**config.mk**
```make
export PLATFORM = sky130hd
export DESIGN_NAME = ntr_exec
export DESIGN_NICKNAME = d
export VERILOG_FILES = /design/src/core/ntr_pkg.sv /design/src/core/ntr_exec.sv
export SDC_FILE = /design/constraint.sdc
export NUM_CORES = 1
export LEC_CHECK = 0
export BUFFER_PORTS_ARGS = -buffer_cell sky130_fd_sc_hd__buf_2
export CAP_MARGIN = 20
export CELL_PAD_IN_SITES_DETAIL_PLACEMENT = 0
export CELL_PAD_IN_SITES_GLOBAL_PLACEMENT = 1
export CORE_UTILIZATION = 37
export CTS_CLUSTER_SIZE = 40
export DETAILED_ROUTE_END_ITERATION = 8
export PLACE_DENSITY_LB_ADDON = 0.1
export SLEW_MARGIN = 5
export SYNTH_ARGS = -nofsm -noshare
export SYNTH_HDL_FRONTEND = slang
export SYNTH_SLANG_ARGS = --single-unit
```
**constraint.sdc**
```tcl
create_clock -name clk -period 2 [get_ports clk]
set_input_delay 0.2 -clock clk [delete_from_list [all_inputs] [get_ports clk]]
set_output_delay 0.2 -clock clk [all_outputs]
set_load 0.1 [all_outputs]
```
**src/core/ntr_pkg.sv**
```systemverilog
package ntr_pkg;

  // ==========================================================================
  // Register map, byte addresses on the AXI4-Lite slave
  localparam logic [7:0] ADDR_INSTR = 8'h00;
  localparam logic [7:0] ADDR_STATUS = 8'h04;
  localparam logic [7:0] ADDR_BANK = 8'h08;
  localparam logic [7:0] ADDR_TPTR = 8'h0C;
  localparam logic [7:0] ADDR_TLAT = 8'h10;
  localparam logic [7:0] ADDR_CTRL = 8'h14;
  localparam logic [7:0] ADDR_IDXBASE = 8'h18;

  // ==========================================================================
  // Bus responses
  localparam logic [1:0] RESP_OKAY = 2'h0;
  localparam logic [1:0] RESP_SLVERR = 2'h2;
  localparam logic [1:0] RESP_DECERR = 2'h3;

  // ==========================================================================
  // Instruction encodings
  localparam logic [6:0] OPC_NEGATE = 7'h36;
  localparam logic [13:0] OPC_TABLE_READ = 14'h0002;
  localparam int ACC_BIT = 8;
  localparam logic [7:0] LIT_OFFSET_MAX = 8'h5F;
  localparam logic [3:0] ACCESS_HIGH_BANK = 4'hF;
  localparam logic [1:0] TBL_NOCHG = 2'h0;
  localparam logic [1:0] TBL_POSTINC = 2'h1;
  localparam logic [1:0] TBL_POSTDEC = 2'h2;
  localparam logic [1:0] TBL_PREINC = 2'h3;

  // ==========================================================================
  // Field positions in STATUS and CTRL
  localparam int ST_C = 0;
  localparam int ST_DCF = 1;
  localparam int ST_Z = 2;
  localparam int ST_OVF = 3;
  localparam int ST_N = 4;
  localparam int ST_BUSY = 8;
  localparam int ST_ILLEGAL = 9;
  localparam int CTRL_EXT = 0;

  // ==========================================================================
  // Widths and reset values
  localparam int TPTR_W = 21;
  localparam int DADDR_W = 12;
  localparam logic [TPTR_W-1:0] TPTR_RST = 21'h000000;
  localparam logic [3:0] BANK_RST = 4'h0;
  localparam logic [DADDR_W-1:0] IDXBASE_RST = 12'h000;

  typedef enum logic [2:0] {
    ST_IDLE = 3'b000,
    ST_DEC = 3'b001,
    ST_NRD = 3'b010,
    ST_NWR = 3'b011,
    ST_TRD = 3'b100,
    ST_TWT = 3'b101,
    ST_TLAT = 3'b110
  } ntr_state_e;

endpackage

```
**src/core/ntr_exec.sv**
```systemverilog
// The implementer's own choices: register access over AXI4-Lite and the address map.
`timescale 1ns/100ps
// Function
// RULE_01 - Negate replaces the data byte with inverted value plus one, updating five flags.
// RULE_02 - Negate decodes from seven fixed opcode bits, access bit, eight address bits.
// RULE_03 - Access bit zero resolves the address inside the fixed access bank.
// RULE_04 - Access bit one takes the bank number from the bank select register.
// RULE_05 - Access zero, extended set on, address at most 95: indexed literal offset.
// RULE_06 - Table read fetches one program byte at the pointer into the table latch.
// RULE_07 - Table read pointer modes: unchanged, post-increment, post-decrement, pre-increment.
// RULE_08 - The table pointer is 21 bits, a bytewise 2-Mbyte range.
// RULE_09 - Pointer bit 0 picks the low byte when zero, high byte when one.
// RULE_10 - Table read takes two instruction cycles: decode, then read and latch write. Here four clocks: ST_DEC, ST_TRD, ST_TWT, ST_TLAT.
// RULE_11 - No-operation takes one cycle and changes no register, flag or memory.
module ntr_exec
  import ntr_pkg::*;
(
  input wire logic clk,
  input wire logic srst,
  input wire logic [7:0] s_axi_awaddr,
  input wire logic s_axi_awvalid,
  output logic s_axi_awready,
  input wire logic [31:0] s_axi_wdata,
  input wire logic [3:0] s_axi_wstrb,
  input wire logic s_axi_wvalid,
  output logic s_axi_wready,
  output logic [1:0] s_axi_bresp,
  output logic s_axi_bvalid,
  input wire logic s_axi_bready,
  input wire logic [7:0] s_axi_araddr,
  input wire logic s_axi_arvalid,
  output logic s_axi_arready,
  output logic [31:0] s_axi_rdata,
  output logic [1:0] s_axi_rresp,
  output logic s_axi_rvalid,
  input wire logic s_axi_rready,
  output logic [DADDR_W-1:0] dmem_addr,
  output logic dmem_we,
  output logic [7:0] dmem_wdata,
  input wire logic [7:0] dmem_rdata,
  output logic [TPTR_W-2:0] pmem_addr,
  input wire logic [15:0] pmem_rdata
);

  // ==========================================================================
  // State
  ntr_state_e state_r;
  logic [15:0] instr_r;
  logic [4:0] flags_r;
  logic illegal_r, ext_en_r, aw_full_r, w_full_r, wr_go, busy, is_negate, is_table_read;
  logic [3:0] bank_select_register_r, w_strb_r;
  logic [TPTR_W-1:0] table_pointer_r;
  logic [7:0] table_latch_r, aw_addr_r, f_addr, neg_res;
  logic [DADDR_W-1:0] idx_base_r, eff_addr;
  logic [31:0] w_data_r, wr_val;

  assign busy = (state_r != ST_IDLE);
  assign wr_go = aw_full_r && w_full_r && !s_axi_bvalid;
  assign f_addr = instr_r[7:0];
  assign is_negate = (instr_r[15:9] == OPC_NEGATE); // RULE_02
  assign is_table_read = (instr_r[15:2] == OPC_TABLE_READ);
  assign neg_res = 8'(~dmem_rdata + 8'h01); // RULE_01

  // Byte-lane merge of the write data over the current register value
  always_comb
  begin
    wr_val = 32'h00000000;
    unique case (aw_addr_r)
      ADDR_BANK: wr_val = {28'h0000000, bank_select_register_r};
      ADDR_TPTR: wr_val = {11'h000, table_pointer_r};
      ADDR_CTRL: wr_val = {31'h00000000, ext_en_r};
      ADDR_IDXBASE: wr_val = {20'h00000, idx_base_r};
      default: wr_val = {16'h0000, instr_r};
    endcase
    for (int i = 0; i < 4; i++)
    begin
      if (w_strb_r[i])
      begin
        wr_val[i*8 +: 8] = w_data_r[i*8 +: 8];
      end
    end
  end

  // Effective data address; access bank splits at the literal offset limit
  assign eff_addr = instr_r[ACC_BIT] ? {bank_select_register_r, f_addr} // RULE_04
    : (ext_en_r && f_addr <= LIT_OFFSET_MAX) ? 12'(idx_base_r + {4'h0, f_addr}) // RULE_05
    : (f_addr <= LIT_OFFSET_MAX) ? {4'h0, f_addr} // RULE_03
    : {ACCESS_HIGH_BANK, f_addr}; // RULE_03

  // ==========================================================================
  // AXI4-Lite write channel: address and data taken in either order
  always_ff @(posedge clk)
  begin
    if (srst)
    begin
      aw_full_r <= 1'b0;
      w_full_r <= 1'b0;
      aw_addr_r <= 8'h00;
      w_data_r <= 32'h00000000;
      w_strb_r <= 4'h0;
      s_axi_awready <= 1'b0;
      s_axi_wready <= 1'b0;
      s_axi_bvalid <= 1'b0;
      s_axi_bresp <= RESP_OKAY;
    end
    else
    begin
      s_axi_awready <= !aw_full_r && !(s_axi_awvalid && s_axi_awready);
      s_axi_wready <= !w_full_r && !(s_axi_wvalid && s_axi_wready);
      if (s_axi_awvalid && s_axi_awready)
      begin
        aw_full_r <= 1'b1;
        aw_addr_r <= {s_axi_awaddr[7:2], 2'h0};
      end
      if (s_axi_wvalid && s_axi_wready)
      begin
        w_full_r <= 1'b1;
        w_data_r <= s_axi_wdata;
        w_strb_r <= s_axi_wstrb;
      end
      if (wr_go)
      begin
        aw_full_r <= 1'b0;
        w_full_r <= 1'b0;
        s_axi_bvalid <= 1'b1;
        unique case (aw_addr_r)
          ADDR_INSTR, ADDR_TPTR, ADDR_BANK: s_axi_bresp <= busy ? RESP_SLVERR : RESP_OKAY;
          ADDR_CTRL, ADDR_IDXBASE: s_axi_bresp <= RESP_OKAY;
          ADDR_STATUS, ADDR_TLAT: s_axi_bresp <= RESP_SLVERR;
          default: s_axi_bresp <= RESP_DECERR;
        endcase
      end
      else if (s_axi_bready)
      begin
        s_axi_bvalid <= 1'b0;
      end
    end
  end

  // ==========================================================================
  // AXI4-Lite read channel, one-cycle answer
  always_ff @(posedge clk)
  begin
    if (srst)
    begin
      s_axi_arready <= 1'b0;
      s_axi_rvalid <= 1'b0;
      s_axi_rdata <= 32'h00000000;
      s_axi_rresp <= RESP_OKAY;
    end
    else
    begin
      s_axi_arready <= !s_axi_rvalid && !(s_axi_arvalid && s_axi_arready);
      if (s_axi_arvalid && s_axi_arready)
      begin
        s_axi_rvalid <= 1'b1;
        s_axi_rresp <= RESP_OKAY;
        unique case ({s_axi_araddr[7:2], 2'h0})
          ADDR_INSTR: s_axi_rdata <= {16'h0000, instr_r};
          ADDR_STATUS: s_axi_rdata <= {22'h000000, illegal_r, busy, 3'h0, flags_r};
          ADDR_BANK: s_axi_rdata <= {28'h0000000, bank_select_register_r};
          ADDR_TPTR: s_axi_rdata <= {11'h000, table_pointer_r};
          ADDR_TLAT: s_axi_rdata <= {24'h000000, table_latch_r};
          ADDR_CTRL: s_axi_rdata <= {31'h00000000, ext_en_r};
          ADDR_IDXBASE: s_axi_rdata <= {20'h00000, idx_base_r};
          default:
          begin
            s_axi_rdata <= 32'h00000000;
            s_axi_rresp <= RESP_DECERR;
          end
        endcase
      end
      else if (s_axi_rready)
      begin
        s_axi_rvalid <= 1'b0;
      end
    end
  end

  // ==========================================================================
  // Configuration registers; writes to bank select are refused while busy
  always_ff @(posedge clk)
  begin
    if (srst)
    begin
      bank_select_register_r <= BANK_RST;
      ext_en_r <= 1'b0;
      idx_base_r <= IDXBASE_RST;
    end
    else if (wr_go)
    begin
      if (aw_addr_r == ADDR_BANK && !busy) bank_select_register_r <= wr_val[3:0];
      if (aw_addr_r == ADDR_CTRL) ext_en_r <= wr_val[CTRL_EXT];
      if (aw_addr_r == ADDR_IDXBASE) idx_base_r <= wr_val[DADDR_W-1:0];
    end
  end

  // ==========================================================================
  // Instruction sequencer; a write to INSTR while idle issues it
  always_ff @(posedge clk)
  begin
    if (srst)
    begin
      state_r <= ST_IDLE;
      instr_r <= 16'h0000;
      illegal_r <= 1'b0;
    end
    else
    begin
      unique case (state_r)
        ST_IDLE:
          if (wr_go && aw_addr_r == ADDR_INSTR)
          begin
            instr_r <= wr_val[15:0];
            state_r <= ST_DEC;
          end
        ST_DEC:
        begin
          // Anything not decoded here ends like a no-operation
          illegal_r <= !(is_negate || is_table_read || instr_r == 16'h0000
                         || instr_r[15:12] == 4'hF);
          state_r <= is_negate ? ST_NRD : (is_table_read ? ST_TRD : ST_IDLE); // RULE_11
        end
        ST_NRD: state_r <= ST_NWR;
        ST_NWR: state_r <= ST_IDLE;
        ST_TRD: state_r <= ST_TWT; // RULE_10
        ST_TWT: state_r <= ST_TLAT;
        ST_TLAT: state_r <= ST_IDLE;
        default: state_r <= ST_IDLE;
      endcase
    end
  end

  // ==========================================================================
  // Data memory port: read the operand, then write its negation back
  always_ff @(posedge clk)
  begin
    if (srst)
    begin
      dmem_addr <= 12'h000;
      dmem_we <= 1'b0;
      dmem_wdata <= 8'h00;
      flags_r <= 5'h00;
    end
    else
    begin
      dmem_we <= 1'b0;
      if (state_r == ST_DEC && is_negate)
      begin
        dmem_addr <= eff_addr;
      end
      if (state_r == ST_NWR)
      begin
        dmem_we <= 1'b1; // RULE_01
        dmem_wdata <= neg_res;
        flags_r[ST_N] <= neg_res[7];
        flags_r[ST_OVF] <= (dmem_rdata == 8'h80);
        flags_r[ST_C] <= (dmem_rdata == 8'h00);
        flags_r[ST_DCF] <= (dmem_rdata[3:0] == 4'h0);
        flags_r[ST_Z] <= (neg_res == 8'h00);
      end
    end
  end

  // ==========================================================================
  // Table pointer, program memory port and table latch
  always_ff @(posedge clk)
  begin
    if (srst)
    begin
      table_pointer_r <= TPTR_RST;
      table_latch_r <= 8'h00;
      pmem_addr <= 20'h00000;
    end
    else
    begin
      if (wr_go && aw_addr_r == ADDR_TPTR && !busy)
        table_pointer_r <= wr_val[TPTR_W-1:0]; // RULE_08
      if (state_r == ST_DEC && is_table_read && instr_r[1:0] == TBL_PREINC)
        table_pointer_r <= 21'(table_pointer_r + 21'h000001); // RULE_07
      if (state_r == ST_TRD) pmem_addr <= table_pointer_r[TPTR_W-1:1]; // RULE_06
      if (state_r == ST_TLAT)
      begin
        table_latch_r <= table_pointer_r[0] ? pmem_rdata[15:8] : pmem_rdata[7:0]; // RULE_09
        unique case (instr_r[1:0])
          TBL_POSTINC: table_pointer_r <= 21'(table_pointer_r + 21'h000001); // RULE_07
          TBL_POSTDEC: table_pointer_r <= 21'(table_pointer_r - 21'h000001); // RULE_07
          TBL_NOCHG, TBL_PREINC: table_pointer_r <= table_pointer_r;
        endcase
      end
    end
  end

endmodule

```
==> results of run 1 <==
[routing by layer]
metal	vias to the layer above	GRT usage (%)	share of wire (%)
met5	-	0	0
met2	399	48.2	47
met4	0	12.7	4.3
met3	106	3.72	5.2
met1	5105	37.1	43
li1	5150	-	-
[power by group through the flow]
stage               clock, uW  sequential, uW  combinational [uW]
finish                   3370            3500                 748
global route             3560            3500                 793
CTS                      3420            3500                 709
detailed placement          0            3580                 666
global placement            0            3580                 665
floorplan                   0            3640                 362
[state kept, by name, summed over array words and instances, names as in the netlist, 2 cells and up]
| name | count |
|---|---|
| aw_addr_r | 6 |
| bank_select_register_r | 4 |
| dmem_addr | 12 |
| dmem_wdata | 8 |
| flags_r | 4 |
| idx_base_r | 12 |
| instr_r | 16 |
| pmem_addr | 20 |
| s_axi_bresp | 2 |
| s_axi_rdata | 21 |
| state_r | 3 |
| table_latch_r | 8 |
| table_pointer_r | 21 |
| w_data_r | 21 |
| w_strb_r | 3 |
[area by class of cell]
type / instances / area (um^2) / area share [%]
timing repair buffer: 414 / 2940 / 21.9
multi-input combinational: 959 / 5930 / 44.2
inverter: 22 / 85.1 / 0.634
clock buffer: 18 / 439 / 3.27
tap: 324 / 405 / 3.02
sequential: 172 / 3470 / 25.8
clock inverter: 14 / 144 / 1.07
[worst max path at each step]
| stage | endpoint | slack [ns] | cells past startpoint |
|---|---|---|---|
| after floorplan | table_pointer_r[1] | -0.02 | 7 |
| after global placement | table_pointer_r[8] | -0.26 | 8 |
| after detailed placement | table_pointer_r[8] | -0.21 | 8 |
| after CTS | table_pointer_r[20] | -0.12 | 8 |
| after global routing | table_pointer_r[4] | -0.24 | 9 |
| final | bank_select_register_r[0] | -0.19 | 10 |
[worst register-to-register path: stages (launching register included)]
cell and delay [ns]:
dfxtp_1 0.32, or4_4 0.58, buf_6 0.15, nor2_4 0.16, buf_6 0.16, buf_4 0.11
a22oi_1 0.10, nand3_2 0.19, buf_6 0.12, nand4_1 0.10, a21oi_1 0.14
[kinds of logic (layout without fill, tap and decap cells)]
| kind of cell | after synthesis | in the layout |
|---|---|---|
| compound gates | 366 | 367 |
| xor+xnor | 22 | 22 |
| fa+ha+maj | 15 | 15 |
| buf+inv | 134 | 468 |
| flops | 172 | 172 |
| mux | 17 | 17 |
| other cells | 1 | 11 |
| simple gates | 527 | 527 |
[per-stage QoR]
stage | worst slack, ns | util [%] | TNS (ns)
3_3_place_gp | -0.257 | 48.5 | -4.64
2_1_floorplan | -0.0219 | - | -0.0219
6_report | -0.193 | 54.5 | -3.89
5_1_grt | -0.243 | 54.5 | -7.43
3_5_place_dp | -0.212 | 48.5 | -4.63
4_1_cts | -0.115 | 52.9 | -0.819
[cell usage in the layout, fill, tap and decap left out, types with 6 or more instances in the layout]
cell type	netlist	final
buf_4	13	242
a21oi_1	175	149
o22ai_1	6	6
nor3_1	37	36
dfxtp_2	0	10
nand3_1	44	37
ha_1	14	7
xnor2_1	16	15
a221oi_1	13	7
dfxtp_1	172	159
nand2b_1	8	8
buf_12	0	6
o32ai_1	7	6
and3_1	11	10
nand4_1	11	11
conb_1	1	11
mux2i_1	15	15
nand3b_1	6	6
o21ai_0	38	27
a221oi_2	0	6
dlygate4sd3_1	0	9
a21oi_2	1	25
clkbuf_16	0	17
xor2_1	6	6
a22oi_1	13	10
o211ai_1	6	6
nand2_1	255	249
buf_6	0	19
buf_2	14	137
inv_1	21	18
a222oi_1	15	15
nor4_1	13	11
a211oi_1	17	13
nand3_2	0	6
o21ai_1	3	13
a31oi_1	18	17
nor2_1	86	84
[what timing repair did]
action,CTS,global route
pin swaps,38,51
hold buffers,9,0
endpoints found under the setup margin,50,61
gates cloned,1,1
setup buffers,14,11
gates resized for setup,78,80
endpoints found under the hold margin,9,0
==> flow_summary.toml, run 1 <==
[status]
outcome = "finished with violations"
violations = "negative hold slack, negative setup slack"

[worst_setup_path]
crit_family = "simple AND/OR/NAND/NOR gates"
start_kind = "flop"
crit_path_end_kind = "flop"
crit_path_start = "aw_addr_r[6]"
slowest_stage = "or4_4"
r2r_start = "aw_addr_r[6]"
r2r_cells = 10
criticalPathCategory = "reg2reg"
rr_endpoint = "bank_select_register_r[0]"
max_stage_delay_ns = 0.58
crit_path_max_fanout = 7
cp.required_ns = 2.38
arrival_ns = 2.58
crit_top_cell = "buf_6"
r2r_slack_ns = -0.19
crit_chain = "or4_4 > buf_6 > nor2_4 > buf_6 > buf_4 > a22oi_1 > nand3_2 > buf_6 > nand4_1 > a21oi_1"
cp_num_buf_inv = 4

[job]
cap_violations = 0

[global_routing]
antenna_found_initial = 0
grt_usage_pct = 28.8
grt_pass1_vias = 10159
grt_first_pass_wirelength_um = 57600
overflow = 0
grt_max_degree = 117

[synth]
yosys-top-cells-count = "255 x nand2_1, 175 x a21oi_1, 172 x dfxtp_1"
yosys.area.top_type_share_pct = 36.8
yosys.area.top_type = "dfxtp_1"
synth_edf_count = 0
synthAdderAreaFrac_pct = 2.08
synth.distinct_cells = 82
synth_most_common_cell = "nand2_1"
ys_seq_elements = 172
synth_top_family_by_area = "simple AND/OR/NAND/NOR gates"
synth_mux_area_share_pct = 1.84
synth-compound-area-share_pct = 24.8
syn_area_per_cell_um2 = 7.47
syn_area_mm2 = 0.00937
ys_async_sr_fraction_pct = 0
ys_warn_count = 0
synthTopCellsByArea = "dfxtp_1 37%, nand2_1 10%, a21oi_1 9.3%"
yosysSeqAreaShare_pct = 36.8
yosys.area_share.simple_pct = 26.4
synth-xor-area-share_pct = 2.06
synth-main-ff-cell = "dfxtp_1"
syn_inst = 1254

[routing]
viasPerCell = 5.60
drc = 0
wl_um = 38000
ant_nets = 0
drt-initial-drc-count = 983
first_pass_iters = 7
wl_per_cell_um = 19.8
routed-via-count = 10760

[cells_and_area]
final_area_mm2 = 0.0134
fill_cells = 2434
diodes = 0
area_growth_pct = 43.2
final_layout_size_suffix_gt1_share_pct = 35.5
instances_no_fill = 1923
nNetsFinal = 1684

[cts]
cts_made_buffers = 17
worstSkewPairLatency_ns = 0.45
cts.root.buffer_cell = "clkbuf_16"
cts_max_level = 4
clock-sinks = 172
cts_tree = "done"
cts.clk_slew.worst_paths_ns = 0.08
clockBufferDepth = 2

[placed_design]
placed_cells = 1857
io_buffers = 137
dp_hpwl_um = 27800
place_area_mm2 = 0.0119
place_congestion = 0.964

[power_and_ir_drop]
p_leak_uw = 0.00542
ir_drop_uv = 547
p_int_uw = 5410
switching_share_pct = 28.9
p_switching_uw = 2200
p_clk_share_pct = 44.2
power_density_mw_per_mm2 = 567
pwr-share-comb_pct = 9.8
p_seq_share_pct = 45.9
p_total_uw = 7610

[sta]
setup_viol = 48
whs_ns = -0.000861
slew_viol_final = 0
slew_headroom_pct = 49.6
fmax_mhz = 456
period_share_pct = 110
tightest_slew_ns = 0.756
fin_crit_ns = 2.19
finClkSkew_ns = 0.0187
rsz0062_at_grt = "yes"
hold_violations = 2
fin_ws_ns = -0.193

[floorplan]
die_h_um = 161
core_area_mm2 = 0.0246
initial_utilization_pct = 38.1
io_pins = 165
dieArea_mm2 = 0.0260
die_w_um = 161
core.rowCount = 57

[worst_hold_path]
min_path_type = "in2reg"
min_from = "s_axi_wdata[9]"
holdPathStages = 3
whs_endpoint = "w_data_r[9]"
Power figures use the tool's default switching activity.
==> run 2, diff against run 1 <==
--- a/config.mk
+++ b/config.mk
@@ -7,9 +7,9 @@
 export LEC_CHECK = 0
 export BUFFER_PORTS_ARGS = -buffer_cell sky130_fd_sc_hd__buf_2
 export CAP_MARGIN = 20
-export CELL_PAD_IN_SITES_DETAIL_PLACEMENT = 0
-export CELL_PAD_IN_SITES_GLOBAL_PLACEMENT = 1
-export CORE_UTILIZATION = 37
+export CELL_PAD_IN_SITES_DETAIL_PLACEMENT = 1
+export CELL_PAD_IN_SITES_GLOBAL_PLACEMENT = 2
+export CORE_UTILIZATION = 29
 export CTS_CLUSTER_SIZE = 40
 export DETAILED_ROUTE_END_ITERATION = 8
 export PLACE_DENSITY_LB_ADDON = 0.1
==> run 2 against run 1 <==
  * The run ends with negative setup slack left
  * Count of clock-buffer cells in the layout is 1 higher
  * Worst setup slack better by 0.023 ns
  * Hold slack better by 0.010 ns
  * Flip-flop and latch count stayed put
  * Non-clock buffer count is 45 higher
  * Maximum frequency is 1.0% higher
  * Power is 0.23% higher
  * First-iteration DRC count is 43% lower
  * Final area is 5.6% higher
  * Global-route usage is 2.8 points lower
  * Critical path type unchanged
  * Largest power group unchanged
  * Highest routed layer unchanged
==> flow_summary.toml, run 2 (synthesized netlist as in run 1, its figures left out) <==
[floorplan]
die_h_um = 182
io_pins = 165
core_area_mm2 = 0.0316
dieArea_mm2 = 0.0330
core.rowCount = 65
die_w_um = 182
initial_utilization_pct = 29.6

[sta]
fin_ws_ns = -0.170
finClkSkew_ns = 0.00935
period_share_pct = 109
rsz0062_at_grt = "yes"
setup_viol = 38
fmax_mhz = 461
hold_violations = 0
slew_headroom_pct = 57.6
tightest_slew_ns = 0.636
slew_viol_final = 0
fin_crit_ns = 2.17
whs_ns = 0.00948

[cts]
worstSkewPairLatency_ns = 0.45
cts.clk_slew.worst_paths_ns = 0.07
clock-sinks = 172
clockBufferDepth = 2
cts_tree = "done"
cts_made_buffers = 17
cts.root.buffer_cell = "clkbuf_16"
cts_max_level = 4

[worst_setup_path]
start_kind = "flop"
crit_top_cell = "buf_6"
cp.required_ns = 2.38
arrival_ns = 2.55
slowest_stage = "or4_4"
max_stage_delay_ns = 0.60
crit_chain = "or4_4 > nor2_4 > nand2_4 > buf_6 > a21oi_4 > buf_4 > buf_6 > o21ai_2 > a21oi_1"
crit_path_max_fanout = 6
crit_path_end_kind = "flop"
criticalPathCategory = "reg2reg"

[routing]
viasPerCell = 5.33
wl_um = 43500
ant_nets = 0
routed-via-count = 10898
drc = 0
drt-initial-drc-count = 561
wl_per_cell_um = 21.3
first_pass_iters = 5

[cells_and_area]
final_cell_mix = "273 x buf_4, 231 x nand2_1, 153 x dfxtp_1"
register_area_mm2 = 0.00348
layout_commonest_cell = "buf_4"
fill_cells = 3840
area_growth_pct = 51.2
top_regs = "s_axi_rdata x21, table_pointer_r x21, w_data_r x21"
nNetsFinal = 1728
multi_input_area_mm2 = 0.00624
diodes = 0
final_layout_size_suffix_gt1_share_pct = 39.9
final_util_pct = 44.8

[job]
cap_violations = 0

[global_routing]
grt_max_degree = 100
grt_pass1_vias = 11069
grt_usage_pct = 26.1
met2_usage_pct = 47.2
grt_busiest_layer = "met2"
overflow = 0
grt_first_pass_wirelength_um = 65600
antenna_found_initial = 0
met3_usage_pct = 2.83
met1_usage_pct = 32.0

[power_and_ir_drop]
p_total_uw = 7630
p_leak_uw = 0.00566
ir_drop_uv = 587
power_density_mw_per_mm2 = 538

[status]
outcome = "finished with violations"
violations = "negative setup slack"

[placed_design]
place_congestion = 0.902
io_buffers = 137
pre_cts_ws_ns = -0.303
dp_hpwl_um = 32100

[worst_hold_path]
min_path_type = "in2reg"
==> run 2: changes by cell type in the layout (fill, tap and decap cells not counted), moves of 6 or more <==
cell	change
o21ai_0	-8
buf_4	+31
dfxtp_1	-6
nand2_2	+17
dlygate4sd3_1	+13
nand2_1	-18
==> run 2: report_power, final <==
part	internal (uW)	switching, uW
logic	277	530
clock network	1730	1600
registers	3460	33.0
==> run 2: layout make-up <==
cell class,instances,share of cell area (%)
clock buffer,19,3.06
sequential,172,24.5
multi-input combinational,958,44.0
tap,402,3.55
timing repair buffer,459,23.4
clock inverter,13,0.830
inverter,22,0.601
==> run 2: routing by layer <==
layer | wire length [um] | part of all wire, %
met1 | 18900 | 43
met2 | 22300 | 51
met3 | 1060 | 2.4
met4 | 1290 | 3.0
met5 | 0 | 0
==> run 2: worst max-delay path, delay by kind of cell, from the launching register on <==
kind            cells  cell delay, ns
buf+inv             3            0.41
compound gates      3            0.38
flops               1            0.32
simple gates        3            0.99
==> run 2: repair_timing <==
item | CTS | global route
buffers inserted | 18 | 14
gates resized for setup | 114 | 127
gates cloned | 2 | 1
setup endpoints to repair | 54 | 65
pin swaps | 42 | 66
hold endpoints to repair | 22 | 0
hold buffers | 22 | 0
==> run 2: metrics by stage <==
step | instance area (um^2) | setup TNS (ns) | cells
after floorplan | 9420 | -0.0219 | 1264
after global placement | 12200 | -3.14 | 1958
after detailed placement | 12200 | -5.33 | 1958
after CTS | 13500 | -0.840 | 2031
after global routing | 14200 | -6.03 | 2045
final | 14200 | -2.52 | 2045
==> run 2: worst paths after layout <==
kind	start	to	slack [ns]	cells past startpoint
max	aw_addr_r[5]	table_pointer_r[2]	-0.17	9
max reg2reg	aw_addr_r[5]	table_pointer_r[2]	-0.17	9
min reg2reg	pmem_addr[7]	pmem_addr[7]	0.45	2
min	s_axi_bready	s_axi_bvalid	0.009	3
==> run 3, diff against run 2 <==
--- a/config.mk
+++ b/config.mk
@@ -9,6 +9,7 @@
 export CAP_MARGIN = 20
 export CELL_PAD_IN_SITES_DETAIL_PLACEMENT = 1
 export CELL_PAD_IN_SITES_GLOBAL_PLACEMENT = 2
+export CORE_MARGIN = 3
 export CORE_UTILIZATION = 29
 export CTS_CLUSTER_SIZE = 40
 export DETAILED_ROUTE_END_ITERATION = 8
@@ -17,3 +18,4 @@
 export SYNTH_ARGS = -nofsm -noshare
 export SYNTH_HDL_FRONTEND = slang
 export SYNTH_SLANG_ARGS = --single-unit
+export TNS_END_PERCENT = 20
==> run 3 against run 2 <==
  * The run still ends with negative setup slack left
  * Hold slack worse by 0.0042 ns
  * Power grew 1.7%
  * Utilization shrank 1.3 points
  * Final cell count shrank 1.3%
  * Non-clock buffer count shrank 26
  * Count of clock-buffer cells in the layout did not move
  * Clock skew rose by 0.00078 ns
  * Flip-flop and latch count stayed put
  * Combinational power decreased by 6.3%
  * Final area decreased by 2.6%
  * Worst setup slack better by 0.081 ns
  * Critical endpoint is now dmem_addr[8]
  * Largest cell class unchanged
==> flow_summary.toml, run 3 (synthesized netlist as in run 1, its figures left out) <==
[global_routing]
grt_max_degree = 93
grt_first_pass_wirelength_um = 64800
met1_usage_pct = 30.7
antenna_found_initial = 0
met3_usage_pct = 3.34
overflow = 0
grt_pass1_vias = 11174
grt_usage_pct = 24.5
grt_busiest_layer = "met2"
met2_usage_pct = 42.4

[cts]
cts_made_buffers = 17
cts.clk_slew.worst_paths_ns = 0.07
worstSkewPairLatency_ns = 0.45
clock-sinks = 172
clockBufferDepth = 2
cts_tree = "done"
cts.root.buffer_cell = "clkbuf_16"
cts_max_level = 4

[sta]
fin_ws_ns = -0.0890
setup_viol = 10
slew_viol_final = 0
hold_violations = 0
period_share_pct = 104
slew_headroom_pct = 66.3
fin_crit_ns = 2.09
rsz0062_at_grt = "yes"
finClkSkew_ns = 0.0101
fmax_mhz = 479
setup_tns_ns = -0.265
tightest_slew_ns = 0.506

[placed_design]
place_congestion = 0.883
dp_hpwl_um = 32100
io_buffers = 137

[cells_and_area]
layout_commonest_cell = "buf_4"
diodes = 0
final_cell_mix = "250 x buf_4, 249 x nand2_1, 160 x a21oi_1"
top_regs = "s_axi_rdata x21, table_pointer_r x21, w_data_r x21"
final_layout_size_suffix_gt1_share_pct = 36.3
area_growth_pct = 47.2
nNetsFinal = 1702
fill_cells = 3849
final_util_pct = 43.5

[worst_setup_path]
r2r_cells = 10
start_kind = "flop"
arrival_ns = 2.43
crit_path_max_fanout = 4
cp.required_ns = 2.34
criticalPathCategory = "reg2reg"
crit_path_end_kind = "flop"

[power_and_ir_drop]
power_density_mw_per_mm2 = 562
p_leak_uw = 0.00555
ir_drop_uv = 582

[floorplan]
die_h_um = 186
initial_utilization_pct = 29.5
dieArea_mm2 = 0.0345
io_pins = 165
core_area_mm2 = 0.0317
core.rowCount = 65
die_w_um = 186

[routing]
ant_nets = 0
drt-initial-drc-count = 656
viasPerCell = 5.40
drc = 0
first_pass_iters = 9
routed-via-count = 10909
wl_per_cell_um = 21.3
wl_um = 43000

[worst_hold_path]
min_path_type = "in2reg"
holdPathStages = 3

[job]
cap_violations = 0

[status]
outcome = "finished with violations"
violations = "negative setup slack"
==> run 3: path summary, 6_finish.rpt <==
| kind | startpoint | endpoint | slack (ns) |
|---|---|---|---|
| worst min-delay path | s_axi_wdata[9] | w_data_r[9] | 0.005 |
| worst max-delay path | instr_r[0] | dmem_addr[8] | -0.09 |
| worst max register to register | instr_r[0] | dmem_addr[8] | -0.09 |
| worst min register to register | s_axi_rvalid | s_axi_arready | 0.45 |
==> run 3: cell type report <==
type	count	area (um^2)	area share (%)
inverters	22	82.6	0.599
clock buffers	19	443	3.21
flip-flops and latches	172	3490	25.3
well taps	402	503	3.65
clock inverters	13	155	1.12
multi-input cells	958	6020	43.7
repair buffers	433	3100	22.5
==> run 3: metrics by stage <==
step	cells	hold slack [ns]	setup slack (ns)	total power [uW]	area, um^2
finish	2019	0.00531	-0.0890	7760	13800
global route	2019	0.0112	-0.164	8040	13800
CTS	2009	0.00131	-0.0559	7830	13300
detailed placement	1948	0.444	-0.240	4260	12100
global placement	1948	0.435	-0.192	4250	12100
floorplan	1264	0.336	-0.0757	4000	9410
==> run 3: worst max-delay path, cell delays in order (launching register included) <==
cell and delay [ns]:
dfxtp_4 0.37, ha_4 0.16, inv_2 0.05, fa_2 0.24, nor2b_4 0.05, o21a_1 0.21
buf_4 0.15, o211a_1 0.20, or3_1 0.33, a21oi_2 0.16, o21ai_1 0.07
==> run 3: power by group <==
part	switching, uW	internal (uW)	leakage (uW)
clock	1600	1910	0.000288
combinational	499	257	0.00386
sequential	33.7	3460	0.00140
total	2130	5620	0.00555
==> run 3: what timing repair did <==
item / 4_1_cts / 5_1_grt
pin swaps: 22 / 42
setup buffers: 4 / 13
setup endpoints to repair: 58 / 60
endpoints found under the hold margin: 25 / 0
hold buffers: 25 / 0
resized for setup: 80 / 107
==> run 3: layer usage <==
layer | vias to the layer above | part of all wire, % | routed length (um)
li1 | 5179 | - | -
met1 | 5398 | 44 | 18800
met2 | 248 | 49 | 21300
met3 | 84 | 3.5 | 1500
met4 | 0 | 3.5 | 1520
met5 | - | 0 | 0
